==> config.mk <==
export PLATFORM = sky130hd
export DESIGN_NAME = mb_slave
export DESIGN_NICKNAME = d
export VERILOG_FILES = /design/src/design/mb_pkg.sv /design/src/design/mb_slave.sv
export VERILOG_INCLUDE_DIRS = /design/src /design/src/design
export SDC_FILE = /design/constraint.sdc
export NUM_CORES = 1
export LEC_CHECK = 0
export ABC_AREA = 1
export BUFFER_PORTS_ARGS = -buffer_cell sky130_fd_sc_hd__buf_2
export CORE_MARGIN = 5
export CORE_UTILIZATION = 47
export CTS_CLUSTER_DIAMETER = 120
export DETAILED_ROUTE_END_ITERATION = 8
export GPL_TIMING_DRIVEN = 1
export HOLD_SLACK_MARGIN = 0.1
export PLACE_DENSITY = 0.88
export SLEW_MARGIN = 20
export SYNTH_ARGS = -nofsm -noshare
export SYNTH_HDL_FRONTEND = slang
export SYNTH_SLANG_ARGS = --single-unit
==> constraint.sdc <==
create_clock -name clock -period 2.3 [get_ports clock]
set_input_delay 0.23 -clock clock [delete_from_list [all_inputs] [get_ports clock]]
set_output_delay 0.23 -clock clock [all_outputs]
set_load 0.005 [all_outputs]
==> src/design/mb_cfg.svh <==
// Constants for the serial slave command interpreter
`ifndef MB_CFG_SVH
`define MB_CFG_SVH
// Function and sub-function codes
`define FC_RD_HOLD     8'h03
`define FC_RD_INPUT    8'h04
`define FC_WR_SINGLE   8'h06
`define FC_RD_ALARM    8'h07
`define FC_DIAG        8'h08
`define FC_SERVER_ID   8'h11
`define SUB_ECHO       16'h0000
`define SUB_RESTART    16'h0001
// Access control registers
`define ADDR_EU_PIN    16'h2064
`define ADDR_SVC_PIN   16'h2065
`define ADDR_LVL_QUERY 16'h2066
// Privilege codes, ordered so that a higher code grants more
`define LVL_SERVICE    8'h40
`define LVL_END_USER   8'h20
`define LVL_RESTRICT   8'h10
// Local register areas
`define HOLD_N         8
`define INPUT_N        8
`define CMD_INDEX      3'h7
`define EU_LAST_INDEX  3'h3
// Alarm word
`define ALARM_BITS     6
// Identification reply
`define SID_BYTE_COUNT 8'h3e
`define SID_RUNNING    8'hff
`define SID_MAKER_POS  7'h03
`define SID_PROD_POS   7'h0f
`define SID_FW_POS     7'h2f
`define SID_LAST_POS   7'h3e
// Exception codes
`define EXC_FUNC       8'h01
`define EXC_ADDR       8'h02
`define EXC_VALUE      8'h03
`define EXC_REFUSED    8'h04
`endif

==> src/design/mb_pkg.sv <==
// Types for the serial slave command interpreter
`default_nettype none
package mb_pkg;
    typedef enum logic [1:0] {ST_IDLE, ST_HOLD, ST_INPUT, ST_SID} state_t;
endpackage : mb_pkg
`default_nettype wire

==> src/design/mb_slave.sv <==
// Command interpreter with privilege-gated register writes
//
// What this block does
// - Code 04 reads input area; never written
// - Code 06 writes exactly one holding register
// - Code 07 answers sixteen-bit global alarm word
// - Alarm bits 0-5 flagged, 6-15 zero
// - Code 08: sub 00 echoes, 01 restarts
// - Identification reply: count 62, id, FF, names
// - Writes succeed only at sufficient privilege level
// - Starts restricted; commands allowed, setup refused
// - Correct end-user PIN grants end-user level
// - Correct service PIN grants service level
// - Level query returns 64, 32 or 16
// - PIN grants level only on exact match
// - Code 03 reads holding registers
`timescale 1ns/1ps
`default_nettype none
`include "mb_cfg.svh"
module mb_slave
    import mb_pkg::*;
#(
    parameter logic [7:0]   SERVER_ID  = 8'h5a,       // Arbitrary value
    parameter logic [95:0]  MAKER_NAME = 96'h0,       // Arbitrary value
    parameter logic [255:0] PROD_NAME  = 256'h0,      // Arbitrary value
    parameter logic [127:0] FW_VERSION = 128'h0       // Arbitrary value
) (
    input  wire logic         clock,
    input  wire logic         rst_n,
    input  wire logic         req_valid,      // Decoded frame present
    input  wire logic [7:0]   req_func,       // Function code
    input  wire logic [15:0]  req_addr,       // Start register
    input  wire logic [7:0]   req_count,      // Registers to read
    input  wire logic [15:0]  req_value,      // Write value / diag data
    input  wire logic [15:0]  req_sub,        // Diagnostic sub-function
    input  wire logic [15:0]  eu_pin_stored,  // Stored end-user PIN
    input  wire logic [15:0]  svc_pin_stored, // Stored service PIN
    input  wire logic [5:0]   alarm_flags,    // Live alarm conditions
    input  wire logic [127:0] input_regs,     // Input area, word 0 low
    output logic              req_ready,      // Ready for a request
    output logic              resp_valid,     // Answer word valid
    output logic [15:0]       resp_word,      // Answer word or byte
    output logic              resp_last,      // Final word of answer
    output logic [7:0]        resp_exc,       // Exception code, 0 = ok
    output logic              comm_restart,   // Restart link pulse
    output logic              cmd_pulse,      // Command register hit
    output logic [127:0]      setup_regs,     // Holding area contents
    output logic [7:0]        priv_level      // Current privilege code
);

    ////////////////////////////////////////////////////////////////////
    // State
    typedef struct packed {
        state_t          st;       // Sequencer state
        logic            ready;    // Idle and able to take a request
        logic [7:0]      lvl;      // Privilege code
        logic [7:0][15:0] hold;    // Holding area
        logic [2:0]      idx;      // Streaming index
        logic [6:0]      pos;      // Identification byte position
        logic [7:0]      cnt;      // Words left to stream
        logic            rvalid;   // Answer valid
        logic [15:0]     rword;    // Answer data
        logic            rlast;    // Answer end
        logic [7:0]      rexc;     // Exception code
        logic            restart;  // Link restart pulse
        logic            cmd;      // Command pulse
    } slave_t;

    slave_t r_reg;   // Registered state
    slave_t r_next;  // Next state

    logic        take;         // Request accepted this cycle
    logic [8:0]  rd_end;       // End of a read span
    logic        hold_span;    // Read fits the holding area
    logic        in_span;      // Read fits the input area
    logic [7:0]  wr_ok;        // Per-entry write permission

    assign take      = req_valid && r_reg.ready;
    assign rd_end    = {1'b0, req_addr[7:0]} + {1'b0, req_count};
    assign hold_span = (req_addr[15:8] == 8'h00) && (req_count != 8'h00)
                       && (rd_end <= 9'(`HOLD_N));
    assign in_span   = (req_addr[15:8] == 8'h00) && (req_count != 8'h00)
                       && (rd_end <= 9'(`INPUT_N));

    ////////////////////////////////////////////////////////////////////
    // Protection per holding entry
    // Low entries are end-user setup, upper ones need service,
    // the last is a command entry open at every level.
    genvar gi;
    generate
        for (gi = 0; gi < `HOLD_N; gi++) begin : g_prot
            localparam logic [2:0] IDX = 3'(gi);
            assign wr_ok[gi] = (IDX == `CMD_INDEX) ? 1'b1 :
                (IDX <= `EU_LAST_INDEX) ? (r_reg.lvl >= `LVL_END_USER)
                                        : (r_reg.lvl >= `LVL_SERVICE);
        end
    endgenerate

    ////////////////////////////////////////////////////////////////////
    // Identification byte lookup, names sent high byte first
    function automatic logic [7:0] sid_byte(input logic [6:0] p);
        logic [6:0] k;
        k = 7'h00;
        if (p == 7'h00) begin
            sid_byte = `SID_BYTE_COUNT;
        end else if (p == 7'h01) begin
            sid_byte = SERVER_ID;
        end else if (p == 7'h02) begin
            sid_byte = `SID_RUNNING;
        end else if (p < `SID_PROD_POS) begin
            k = 7'(`SID_PROD_POS - 7'h01 - p);
            sid_byte = MAKER_NAME[k[3:0]*8 +: 8];
        end else if (p < `SID_FW_POS) begin
            k = 7'(`SID_FW_POS - 7'h01 - p);
            sid_byte = PROD_NAME[k[4:0]*8 +: 8];
        end else begin
            k = 7'(`SID_LAST_POS - p);
            sid_byte = FW_VERSION[k[3:0]*8 +: 8];
        end
    endfunction : sid_byte

    ////////////////////////////////////////////////////////////////////
    // Next-state logic
    always_comb begin
        r_next         = r_reg;
        r_next.rvalid  = 1'b0;
        r_next.rlast   = 1'b0;
        r_next.rexc    = 8'h00;
        r_next.restart = 1'b0;
        r_next.cmd     = 1'b0;
        case (r_reg.st)
            ST_IDLE: begin
                if (take) begin
                    // Most answers are one word, one cycle later
                    r_next.rvalid = 1'b1;
                    r_next.rlast  = 1'b1;
                    r_next.rword  = 16'h0000;
                    case (req_func)
                        `FC_RD_HOLD: begin
                            if (req_addr == `ADDR_LVL_QUERY &&
                                req_count == 8'h01) begin
                                r_next.rword = {8'h00, r_reg.lvl};
                            end else if ((req_addr == `ADDR_EU_PIN ||
                                          req_addr == `ADDR_SVC_PIN) &&
                                         req_count == 8'h01) begin
                                // PIN entries are write-only, read as 0
                                r_next.rword = 16'h0000;
                            end else if (hold_span) begin
                                r_next.rvalid = 1'b0;
                                r_next.rlast  = 1'b0;
                                r_next.idx    = req_addr[2:0];
                                r_next.cnt    = req_count;
                                r_next.st     = ST_HOLD;
                            end else begin
                                r_next.rexc = `EXC_ADDR;
                            end
                        end
                        `FC_RD_INPUT: begin
                            if (in_span) begin
                                r_next.rvalid = 1'b0;
                                r_next.rlast  = 1'b0;
                                r_next.idx    = req_addr[2:0];
                                r_next.cnt    = req_count;
                                r_next.st     = ST_INPUT;
                            end else begin
                                r_next.rexc = `EXC_ADDR;
                            end
                        end
                        `FC_WR_SINGLE: begin
                            r_next.rword = req_value;
                            if (req_addr == `ADDR_EU_PIN) begin
                                // Mismatch keeps the level
                                if (req_value == eu_pin_stored) begin
                                    r_next.lvl = `LVL_END_USER;
                                end
                            end else if (req_addr == `ADDR_SVC_PIN) begin
                                if (req_value == svc_pin_stored) begin
                                    r_next.lvl = `LVL_SERVICE;
                                end
                            end else if (req_addr[15:3] != 13'h0000) begin
                                // Query entry and unmapped: refuse
                                r_next.rexc = `EXC_ADDR;
                            end else if (wr_ok[req_addr[2:0]]) begin
                                r_next.hold[req_addr[2:0]] = req_value;
                                r_next.cmd = (req_addr[2:0] == `CMD_INDEX);
                            end else begin
                                r_next.rexc = `EXC_REFUSED;
                            end
                        end
                        `FC_RD_ALARM: begin
                            r_next.rword = {10'h000, alarm_flags};
                        end
                        `FC_DIAG: begin
                            r_next.rword = req_value;
                            if (req_sub == `SUB_ECHO) begin
                                r_next.rword = req_value;
                            end else if (req_sub == `SUB_RESTART) begin
                                // Echo goes out in the same cycle as the restart pulse
                                r_next.restart = 1'b1;
                            end else begin
                                r_next.rexc = `EXC_VALUE;
                            end
                        end
                        `FC_SERVER_ID: begin
                            r_next.rvalid = 1'b0;
                            r_next.rlast  = 1'b0;
                            r_next.pos    = 7'h00;
                            r_next.st     = ST_SID;
                        end
                        default: begin
                            r_next.rexc = `EXC_FUNC;
                        end
                    endcase
                end
            end
            ST_HOLD, ST_INPUT: begin
                // One word per cycle from the selected area
                r_next.rvalid = 1'b1;
                r_next.rword  = (r_reg.st == ST_HOLD) ?
                                r_reg.hold[r_reg.idx] :
                                input_regs[r_reg.idx*16 +: 16];
                r_next.idx    = r_reg.idx + 3'h1;
                r_next.cnt    = r_reg.cnt - 8'h01;
                if (r_reg.cnt == 8'h01) begin
                    r_next.rlast = 1'b1;
                    r_next.st    = ST_IDLE;
                end
            end
            ST_SID: begin
                // Count byte then 62 payload bytes
                r_next.rvalid = 1'b1;
                r_next.rword  = {8'h00, sid_byte(r_reg.pos)};
                r_next.pos    = r_reg.pos + 7'h01;
                if (r_reg.pos == `SID_LAST_POS) begin
                    r_next.rlast = 1'b1;
                    r_next.st    = ST_IDLE;
                end
            end
            default: begin
                r_next.st = ST_IDLE;
            end
        endcase
        r_next.ready = (r_next.st == ST_IDLE);
    end

    ////////////////////////////////////////////////////////////////////
    // State register; level starts restricted
    always_ff @(posedge clock or negedge rst_n) begin
        if (!rst_n) begin
            r_reg       <= '0;
            r_reg.st    <= ST_IDLE;
            r_reg.ready <= 1'b1;
            r_reg.lvl   <= `LVL_RESTRICT;
        end else begin
            r_reg <= r_next;
        end
    end

    assign req_ready    = r_reg.ready;
    assign resp_valid   = r_reg.rvalid;
    assign resp_word    = r_reg.rword;
    assign resp_last    = r_reg.rlast;
    assign resp_exc     = r_reg.rexc;
    assign comm_restart = r_reg.restart;
    assign cmd_pulse    = r_reg.cmd;
    assign setup_regs   = r_reg.hold;
    assign priv_level   = r_reg.lvl;

    ////////////////////////////////////////////////////////////////////
    // Checks
    a_level_legal: assert property (@(posedge clock) disable iff (!rst_n)
        r_reg.lvl == `LVL_RESTRICT || r_reg.lvl == `LVL_END_USER ||
        r_reg.lvl == `LVL_SERVICE)
        else $error("privilege code outside the three levels");
    a_eu_grant: assert property (@(posedge clock) disable iff (!rst_n)
        take && req_func == `FC_WR_SINGLE && req_addr == `ADDR_EU_PIN &&
        req_value == eu_pin_stored |=> priv_level == `LVL_END_USER)
        else $error("matching end-user PIN not granted");
    a_svc_grant: assert property (@(posedge clock) disable iff (!rst_n)
        take && req_func == `FC_WR_SINGLE && req_addr == `ADDR_SVC_PIN &&
        req_value == svc_pin_stored |=> priv_level == `LVL_SERVICE)
        else $error("matching service PIN not granted");
    a_bad_pin: assert property (@(posedge clock) disable iff (!rst_n)
        take && req_func == `FC_WR_SINGLE && req_addr == `ADDR_EU_PIN &&
        req_value != eu_pin_stored |=> $stable(priv_level))
        else $error("wrong PIN changed the level");
    a_level_query: assert property (@(posedge clock) disable iff (!rst_n)
        take && req_func == `FC_RD_HOLD && req_addr == `ADDR_LVL_QUERY &&
        req_count == 8'h01 |=> resp_valid && resp_last &&
        resp_word == {8'h00, $past(priv_level)})
        else $error("level query answer wrong");
    a_refuse_setup: assert property (@(posedge clock) disable iff (!rst_n)
        take && req_func == `FC_WR_SINGLE && req_addr == 16'h0000 &&
        priv_level == `LVL_RESTRICT |=> resp_exc == `EXC_REFUSED &&
        $stable(setup_regs))
        else $error("setup write not refused at restricted level");
    a_alarm_word: assert property (@(posedge clock) disable iff (!rst_n)
        take && req_func == `FC_RD_ALARM |=>
        resp_word == {10'h000, $past(alarm_flags)} && resp_exc == 8'h00)
        else $error("alarm word wrong");
    a_diag_echo: assert property (@(posedge clock) disable iff (!rst_n)
        take && req_func == `FC_DIAG && req_sub == `SUB_ECHO |=>
        resp_word == $past(req_value) && !comm_restart)
        else $error("diagnostic echo wrong");
    a_restart: assert property (@(posedge clock) disable iff (!rst_n)
        take && req_func == `FC_DIAG && req_sub == `SUB_RESTART |=>
        comm_restart ##1 !comm_restart)
        else $error("restart pulse missing");
    a_sid_head: assert property (@(posedge clock) disable iff (!rst_n)
        take && req_func == `FC_SERVER_ID |=> !resp_valid ##1
        resp_word == 16'h003e ##2 resp_word == 16'h00ff)
        else $error("identification header wrong");

endmodule : mb_slave
`default_nettype wire

== Word level (Yosys, flattened, before mapping) ==
Cells that the tools add are included.

* Logic and storage cells: 159
* Bits of input ports: 233
* Output and inout bits: 165
* Register bits after elaboration: 185

* Magnitude comparators: 8
* Add/sub/neg operators: 7
* Equality and inequality tests: 27
* Reductions and logical operators: 25
* Bitwise logic cells: 3
* Shift operators: 4
* Mux-type cells: 65

{| class="wikitable"
|+ Operators with widths
! operator !! count
|-
| indexed part select 256 x 9 -> 8 bit, first input constant || 1
|-
| bitwise mux 128 bit || 1
|-
| indexed part select 128 x 8 -> 16 bit || 1
|-
| indexed part select 128 x 8 -> 8 bit, first input constant || 1
|-
| indexed part select 96 x 8 -> 8 bit, first input constant || 1
|-
| 2-to-1 mux 8 bit || 10
|-
| 2-to-1 mux 9 bit || 6
|-
| one-hot mux 18 bit (3 select lines) || 1
|-
| binary-select mux 16 bit (select 3 bit) || 1
|-
| demux 16 bit (select 3 bit) || 1
|-
| equality test 16 x 14 -> 1 bit, second input constant || 3
|-
| 2-to-1 mux 16 bit || 3
|-
| one-hot mux 16 bit (3 select lines) || 1
|-
| 2-to-1 mux 46 bit || 1
|-
| one-hot mux 8 bit (5 select lines) || 1
|-
| equality test 16 bit || 2
|-
| one-hot mux 8 bit (2 select lines) || 2
|-
| equality test 8 x 3 -> 1 bit, second input constant || 3
|-
| 2-to-1 mux 3 bit || 7
|-
| 2-to-1 mux 2 bit || 9
|-
| equality test 16 x 1 -> 1 bit, second input constant || 1
|-
| equality test 8 x 1 -> 1 bit, second input constant || 2
|-
| logical NOT 16 bit || 1
|-
| one-hot mux 7 bit (2 select lines) || 1
|-
| 47 further kinds || 78
|}

== Longest topological paths before layout ==
Gate-level depths: netlist of the first run.

* Word-level depth: 10
* Gate-level depth with buffers: 16
* Mapped depth without buffers: 16

== Least setup slack after synthesis of the first run ==
No wires, ideal clock.

* Path kind: register -> register
* From: register r_reg[183] (netlist bit)
* To: register r_reg, in the netlist setup_regs[1]
* Library setup time: 0.128 ns
* Period minus slack after synthesis: 2.228 ns
* Path buffers: 2
* Setup slack: 0.072 ns
* Cell stages (with the launch flop): 12
* Data required time: 2.172 ns
* Arrival: 2.100 ns
* Path through: dfrtp_1 inv_1 ha_1 buf_4 inv_2 nor2_1 nand2_1 nor2_4 nand3_4 nor2_8 buf_12 mux2_1

* Cells in the longest elaborated chain, start to end: 2

{| class="wikitable"
|+ RTL lines
! item !! RTL line !! source
|-
| start: declaration || mb_slave.sv:69 || <nowiki>slave_t r_reg;</nowiki>
|-
| start signal: assignment || mb_slave.sv:255 || <nowiki>r_reg <= r_next;</nowiki>
|-
| logical NOT 2 bit || mb_slave.sv:131 || <nowiki>case (r_reg.st)</nowiki>
|-
| AND reduction 7 bit (no source line) || -- ||
|}

Every way passes these cells.
A chain may end at the register's enable or synchronous reset.

== Worst setup path in the final report of the first run ==
* From: register r_reg[183] (netlist bit)
* To: register r_reg, in the netlist setup_regs[70]

Same word-level chain as after synthesis.

==> implementation parameters, run 1 <==
Parameter                              Value

Outcome
  Result of the run    finished clean

Flow run
  Number of max-cap violations    0

Clocking
  Clock insertion delay at the later pin of the skew report    440 ps
  Root buffer cell    clkbuf_16
  CTS tree    yes
  Htree depth    4
  Clock sink total    175
  Total CTS buffers    17
  Maximum number of buffers from clock root to sink    2
  Clock-pin slew of the registers on the worst-case setup and hold paths    80 ps

Place
  GPL Wtd Cong    0.9889
  Port Buffers    387
  Post-detailed-placement half-perimeter wirelength    35.78 mm
  Total placed instance area    13610 µm²

Yosys
  Syn Area/Cell    7.528 µm²
  FF+latch count, synth    175
  Share of flip-flops with an asynchronous set or reset    100.0%
  Post-synthesis sequential area ratio    35.69%
  Number of enable-type register cells in the synthesized netlist    0
  Total standard cell area after synthesis    12280 µm²
  Syn. warnings    0
  Count of unique library cells instantiated by Yosys    52
  Flip-flop cell with the highest count after synthesis    dfrtp_1
  Instance count of the mapped netlist    1631

Worst setup path
  Largest delay share family, worst path    simple AND/OR/NAND/NOR gates
  Maximum fanout along the worst path    16
  Arrival time of data at the critical path endpoint    2480 ps
  Worst-path cell chain    inv_1, ha_1, inv_2, nor2_2, nand2_1, nor2_4, nand3_4, nor2_8, mux2_1
  Slowest cell delay on critical path    380 ps
  Startpoint kind of the worst setup timing path    flop
  Master of the slowest instance on the critical path    dfrtp_1
  Critical path endpoint category    flop
  Setup CP Type    flop to flop
  Buf/Inv on CP    2
  WP data required    2620 ps

Floorplanning
  Number of ports placed on the die boundary    398
  Number of placement rows    59
  Die Area    29460 µm²
  Die width    171.6 µm
  Die height    171.6 µm
  Core Footprint    25910 µm²
  Starting Density    47.39%

Route
  Sum of routed wire length over all layers    46.28 mm
  First-pass iteration count of the detailed router    6
  Residual DRC count    0
  Via count    12390
  Routed WL per cell    21.02 µm
  Number of routed nets with antenna violations    0
  Average vias per placed instance    5.624
  Number of DRC violations after detailed-routing iteration 0    1394

GRT
  Largest net degree at the start of global routing    72
  Via count of the first global-routing pass    11590
  Wire length of the first global-routing pass    67.72 mm
  Aggregate global-route resource usage    30.16%
  Antenna violations before repair    1
  Sum of overflow across all layers after global routing    0

Power
  Worst ir drop on vdd    0.3840 mV
  Power per unit of standard cell area    464.8 nW/µm²
  Standby leakage power    7.411 nW

Timing
  Crit path time final    2159 ps
  Setup tns final    0 ps
  Normalized max-slew margin    50.95%
  Fmax    463.2 MHz
  Number of max-slew violations in the final report    0
  Final worst clock skew    10.29 ps
  Final setup violating endpoints    0
  RSZ-0062 raised after global routing    false
  Fin crit share    93.86%
  Number of hold violations in the final report    0
  Transition time at the pin with the least slew margin    733.0 ps

Min path
  Worst min path class    input pin to flop

Final layout
  Final Instance Area    14260 µm²
  Number of nets in the layout    2105
  Number of flip-flops in the largest register    128
  Layout cells sized above 1    28.46%
  Synthesis-to-finish area growth    16.11%
==> power breakdown <==
group | internal, mW | total, mW | switching, mW
Sequential | 3.07 | 3.07 | 0
Combinational | 0.279 | 0.691 | 0.412
Clock | 1.44 | 2.86 | 1.42
==> layout by cell type, fill, tap and decap left out, drive strengths merged <==
| master | n |
|---|---|
| diode | 1 |
| a21boi | 2 |
| or2 | 5 |
| inv | 166 |
| mux2 | 49 |
| nand3b | 1 |
| buf | 441 |
| and2 | 2 |
| ha | 18 |
| nand4 | 22 |
| o221ai | 10 |
| nand3 | 101 |
| o311ai | 7 |
| dlygate4sd3 | 3 |
| dfstp | 2 |
| xnor2 | 19 |
| and3 | 1 |
| o31ai | 4 |
| o211ai | 12 |
| dfrtp | 173 |
| clkinvlp | 4 |
| o22ai | 23 |
| nor3b | 1 |
| fa | 1 |
| nor3 | 17 |
| conb | 10 |
| a31oi | 2 |
| o2111ai | 1 |
| nor4 | 9 |
| xor2 | 16 |
| o21ai | 223 |
| clkinv | 7 |
| nor2 | 138 |
| a22oi | 3 |
| a21oi | 98 |
| nand2 | 258 |
| clkbuf | 17 |
==> through the flow <==
step | utilization, % | total power, mW | hold slack [ps] | cells | worst slack, ps
6_report | 55.02 | 6.627 | 158.8 | 2202 | 141.1
2_1_floorplan | - | 3.418 | -65.59 | 1640 | 71.91
5_1_grt | 55.02 | 6.850 | 161.8 | 2202 | 21.63
3_5_place_dp | 52.53 | 3.814 | 184.7 | 2164 | 41.13
3_3_place_gp | 52.53 | 3.800 | 180.3 | 2164 | 122.9
4_1_cts | 54.87 | 6.654 | 153.7 | 2199 | 106.1
==> worst paths after layout <==
check	slack, ps	startpoint	endpoint	depth (start not counted)
worst min register to register	490	r_reg[35]$_DFFE_PN0P_	r_reg[35]$_DFFE_PN0P_	2
worst max-delay path	140	r_reg[183]$_DFF_PN0_	setup_regs[70]$_DFFE_PN0P_	9
max in group asynchronous	1290	rst_n	setup_regs[11]$_DFFE_PN0P_	3
worst max register to register	140	r_reg[183]$_DFF_PN0_	setup_regs[70]$_DFFE_PN0P_	9
min in group asynchronous	270	rst_n	setup_regs[126]$_DFFE_PN0P_	2
worst min-delay path	160	req_count[4]	r_reg[32]$_DFFE_PN0P_	5
==> Yosys cell counts (2+ instances only) <==
cell | n | area share (%)
ha_1 | 18 | 1.8
nand2_1 | 255 | 7.8
xor2_1 | 16 | 1.1
o22ai_1 | 23 | 1.2
o21ai_1 | 5 | 0.20
dfrtp_1 | 173 | 35
nand2_2 | 3 | 0.15
nor2_8 | 3 | 0.49
nand4_1 | 22 | 1.1
a22oi_1 | 3 | 0.18
buf_6 | 2 | 0.18
nor4_1 | 8 | 0.41
dfstp_2 | 2 | 0.43
inv_1 | 154 | 4.7
buf_1 | 4 | 0.12
o211ai_1 | 12 | 0.73
o21ai_0 | 216 | 8.8
nor2_1 | 129 | 3.9
o31ai_1 | 4 | 0.24
a21boi_0 | 2 | 0.12
nor3_1 | 15 | 0.61
nand3_1 | 99 | 4.0
o311ai_0 | 7 | 0.50
mux2_2 | 21 | 1.9
or2_2 | 5 | 0.25
o221ai_1 | 10 | 0.71
clkinv_1 | 4 | 0.12
and2_1 | 2 | 0.10
nand3_4 | 2 | 0.29
buf_2 | 11 | 0.45
a21oi_1 | 98 | 4.0
mux2_1 | 28 | 2.6
buf_4 | 161 | 9.8
buf_12 | 2 | 0.33
xnor2_1 | 19 | 1.4
inv_2 | 4 | 0.12
nor2_2 | 5 | 0.25
clkbuf_1 | 70 | 2.1
==> routing by layer <==
layer	wire [µm]	global-route usage (%)	part of all wire, %
met1	17830	40.12	39
met2	20930	47.70	45
met3	5852	8.389	13
met4	1671	10.09	3.6
met5	0	0	0
==> logic make-up (layout without fill, tap and decap cells) <==
group	Yosys count	after routing	share of synthesized area, %
xor gates and xnor gates	35	35	2.497
other	1	11	0.03054
buffers and inverters	412	638	18.02
DFF	175	175	35.69
and+or+nand+nor	555	555	20.11
adders and majority gates	19	19	1.997
AOI/OAI and AO/OA	385	385	17.17
muxes	49	49	4.494
==> worst min-delay path: cells and delay by family <==
family,cells,cell delay (ps)
buffers and inverters,2,170
and+or+nand+nor,2,90
AOI/OAI and AO/OA,1,70
==> timing repair <==
action / in CTS / in global routing
setup buffers: 0 / 2
hold endpoints to repair: 44 / 0
hold buffers: 3 / 0
resized for setup: 0 / 2
setup endpoints to repair: 0 / 13
==> cell type report <==
class,count,area [µm²]
clock inverters,15,151.4
inverters,162,609.3
diodes,1,2.502
repair buffers,444,2529
multi-input cells,1053,5732
well taps,335,419.2
fillers,2414,11650
flip-flops and latches,175,4388
clock buffers,17,425.4
Note: power is estimated with default switching activity, not from simulation.
==> inputs of run 2 (changes only) <==
==> constraint.sdc (replaced) <==
create_clock -name clock -period 2.3 [get_ports clock]
set_input_delay 0.46 -clock clock [delete_from_list [all_inputs] [get_ports clock]]
set_output_delay 0.46 -clock clock [all_outputs]
set_load 0.01 [all_outputs]
==> implementation parameters, run 2 (synthesis gave the netlist of run 1 again) <==
Parameter                              Value

Outcome
  Result of the run    finished clean

GRT
  Largest net degree at the start of global routing    73 (+1.4%)
  Sum of overflow across all layers after global routing    0 (unchanged)
  Antenna violations before repair    1 (unchanged)
  Via count of the first global-routing pass    11690 (+0.88%)
  Aggregate global-route resource usage    29.94% (-0.22 points)
  Wire length of the first global-routing pass    67.68 mm (about the same)

Final layout
  Area used by sequential logic in the layout    4388 µm² (unchanged)
  Synthesis-to-finish area growth    19.57%
  Layout cells sized above 1    30.36% (+1.9 points)
  Most frequent standard cell in the layout excluding fill and tap cells    buf_2
  Number of flip-flops in the largest register    128 (unchanged)
  Commonest cells after routing, fill and taps aside    buf_2, nand2_1, o21ai_0
  Number of nets in the layout    2146 (+1.9%)
  Combined area of the multi-input logic cells    5744 µm² (+0.22%)
  Final-layout fill cell count    2420 (+0.25%)

Min path
  Worst Hold End    comm_restart$_DFF_PN0_
  Instance count along the most critical hold path    3 (-2)
  Worst min path class    input pin to flop
  Worst Hold Launch    req_sub[0]

Clocking
  Htree depth    4 (unchanged)
  Clock-pin slew of the registers on the worst-case setup and hold paths    70 ps (about the same)
  CTS tree    yes
  Maximum number of buffers from clock root to sink    2 (unchanged)
  Total CTS buffers    17 (unchanged)
  Clock sink total    175 (unchanged)
  Root buffer cell    clkbuf_16
  Clock insertion delay at the later pin of the skew report    440 ps (about the same)

Timing
  Normalized max-slew margin    64.77% (+14 points)
  Fmax    465.0 MHz (+0.38%)
  RSZ-0062 raised after global routing    false
  Setup tns final    0 ps (unchanged)
  Transition time at the pin with the least slew margin    523.6 ps (-209.5 ps)
  Final worst clock skew    14.49 ps (+4.193 ps)
  Number of max-slew violations in the final report    0 (unchanged)
  Worst setup slack after layout    149.3 ps (+8.129 ps)
  Final setup violating endpoints    0 (unchanged)
  Fin crit share    93.51% (-0.35 points)
  Crit path time final    2151 ps (-8.129 ps)
  Number of hold violations in the final report    0 (unchanged)

Worst setup path
  Register-to-register setup slack    150 ps (about the same)
  Critical path endpoint category    flop
  First element of the critical path    r_reg[183]$_DFF_PN0_
  Arrival time of data at the critical path endpoint    2460 ps (-20 ps)
  Critical register-to-register path startpoint    r_reg[183]$_DFF_PN0_
  Length in cells of the worst reg-to-reg path    11 (+2)
  Maximum fanout along the worst path    8 (-8)
  Endpoint of the worst-slack reg-to-reg timing path    setup_regs[83]$_DFFE_PN0P_
  WP data required    2610 ps (about the same)
  Setup CP Type    flop to flop
  Startpoint kind of the worst setup timing path    flop

Route
  Sum of routed wire length over all layers    46.68 mm (+0.85%)
  Number of DRC violations after detailed-routing iteration 0    1184 (-15%)
  First-pass iteration count of the detailed router    6 (unchanged)
  Average vias per placed instance    5.613 (-0.20%)
  Routed WL per cell    20.81 µm (-0.99%)
  Residual DRC count    0 (unchanged)
  Number of routed nets with antenna violations    0 (unchanged)
  Via count    12590 (+1.7%)

Floorplanning
  Starting Density    47.39% (unchanged)
  Number of placement rows    59 (unchanged)
  Die Area    29460 µm² (unchanged)
  Number of ports placed on the die boundary    398 (unchanged)
  Core Footprint    25910 µm² (unchanged)
  Die height    171.6 µm (unchanged)
  Die width    171.6 µm (unchanged)

Power
  Worst ir drop on vdd    0.3811 mV (-0.74%)
  Switching Power    1.895 mW (+3.5%)
  Seq pwr share    45.5% (-0.9 points)
  Cell internal power dissipation    4.859 mW (+1.3%)
  Logic pwr share    11.0% (+0.6 points)
  Power per unit of standard cell area    460.1 nW/µm² (-1.0%)
  Fraction of power spent switching nets    28.06% (+0.43 points)
  Part of the power in the clock network    43.5% (+0.3 points)
  Total power draw    6.754 mW (+1.9%)
  Standby leakage power    7.653 nW (+3.3%)

Place
  Port Buffers    387 (unchanged)
  GPL Wtd Cong    0.9483 (-4.1%)
  Dpl ws    -221.3 ps (-262.4 ps)
  Post-detailed-placement half-perimeter wirelength    35.89 mm (+0.31%)

Flow run
  Number of max-cap violations    0 (unchanged)
## run 2: repair_timing
item / 4_1_cts / 5_1_grt
hold buffers: 1 / 0
setup buffers: 0 / 1
endpoints found under the hold margin: 33 / 0
gates resized for setup: 0 / 8
setup endpoints to repair: 0 / 3
## run 2: layout make-up
| type | count | area share (%) |
|---|---|---|
| clock inverters | 15 | 1.168 |
| inverters | 162 | 4.151 |
| clock buffers | 17 | 2.898 |
| diodes | 1 | 0.01705 |
| multi-input cells | 1053 | 39.13 |
| flip-flops and latches | 175 | 29.89 |
| repair buffers | 485 | 19.89 |
| well taps | 335 | 2.855 |
## run 2: per-layer routing
metal | GRT usage [%] | routed length (µm)
met2 | 47.68 | 21590
met3 | 9.239 | 5518
met1 | 40.19 | 18370
met4 | 6.993 | 1195
met5 | 0 | 0
## run 2: per-stage QoR
step	std cells	area, µm²	utilization, %	hold slack, ps
2_1_floorplan	1640	12310	-	164.4
3_3_place_gp	2206	13990	53.99	399.5
3_5_place_dp	2206	13990	53.99	402.9
4_1_cts	2239	14600	56.33	247.9
5_1_grt	2242	14680	56.65	270.8
6_report	2243	14680	56.66	261.3
## run 2: worst max-delay path, stage by stage (launching register included)
cell,delay [ps]
dfrtp_1,390
inv_2,80
ha_2,190
inv_2,70
nor2_4,130
nand2_2,70
nor2_4,200
nand3_4,140
buf_4,170
nor2_4,260
clkbuf_16,230
o21ai_0,80
## run 2: worst max-delay path by stage
stage,endpoint,slack [ps],cells after the start
global placement,r_reg[35]$_DFFE_PN0P_,-180,15
finish,setup_regs[83]$_DFFE_PN0P_,150,11
global route,setup_regs[89]$_DFFE_PN0P_,50,12
detailed placement,r_reg[35]$_DFFE_PN0P_,-220,15
floorplan,r_reg[35]$_DFFE_PN0P_,20,14
CTS,setup_regs[60]$_DFFE_PN0P_,120,11
## run 2: power groups by stage
stage	sequential, mW	clock (mW)	combinational [mW]
floorplan	3.14	0	0.286
global placement	3.14	0	0.716
detailed placement	3.14	0	0.726
CTS	3.07	2.96	0.731
global route	3.07	3.10	0.812
finish	3.07	2.94	0.740
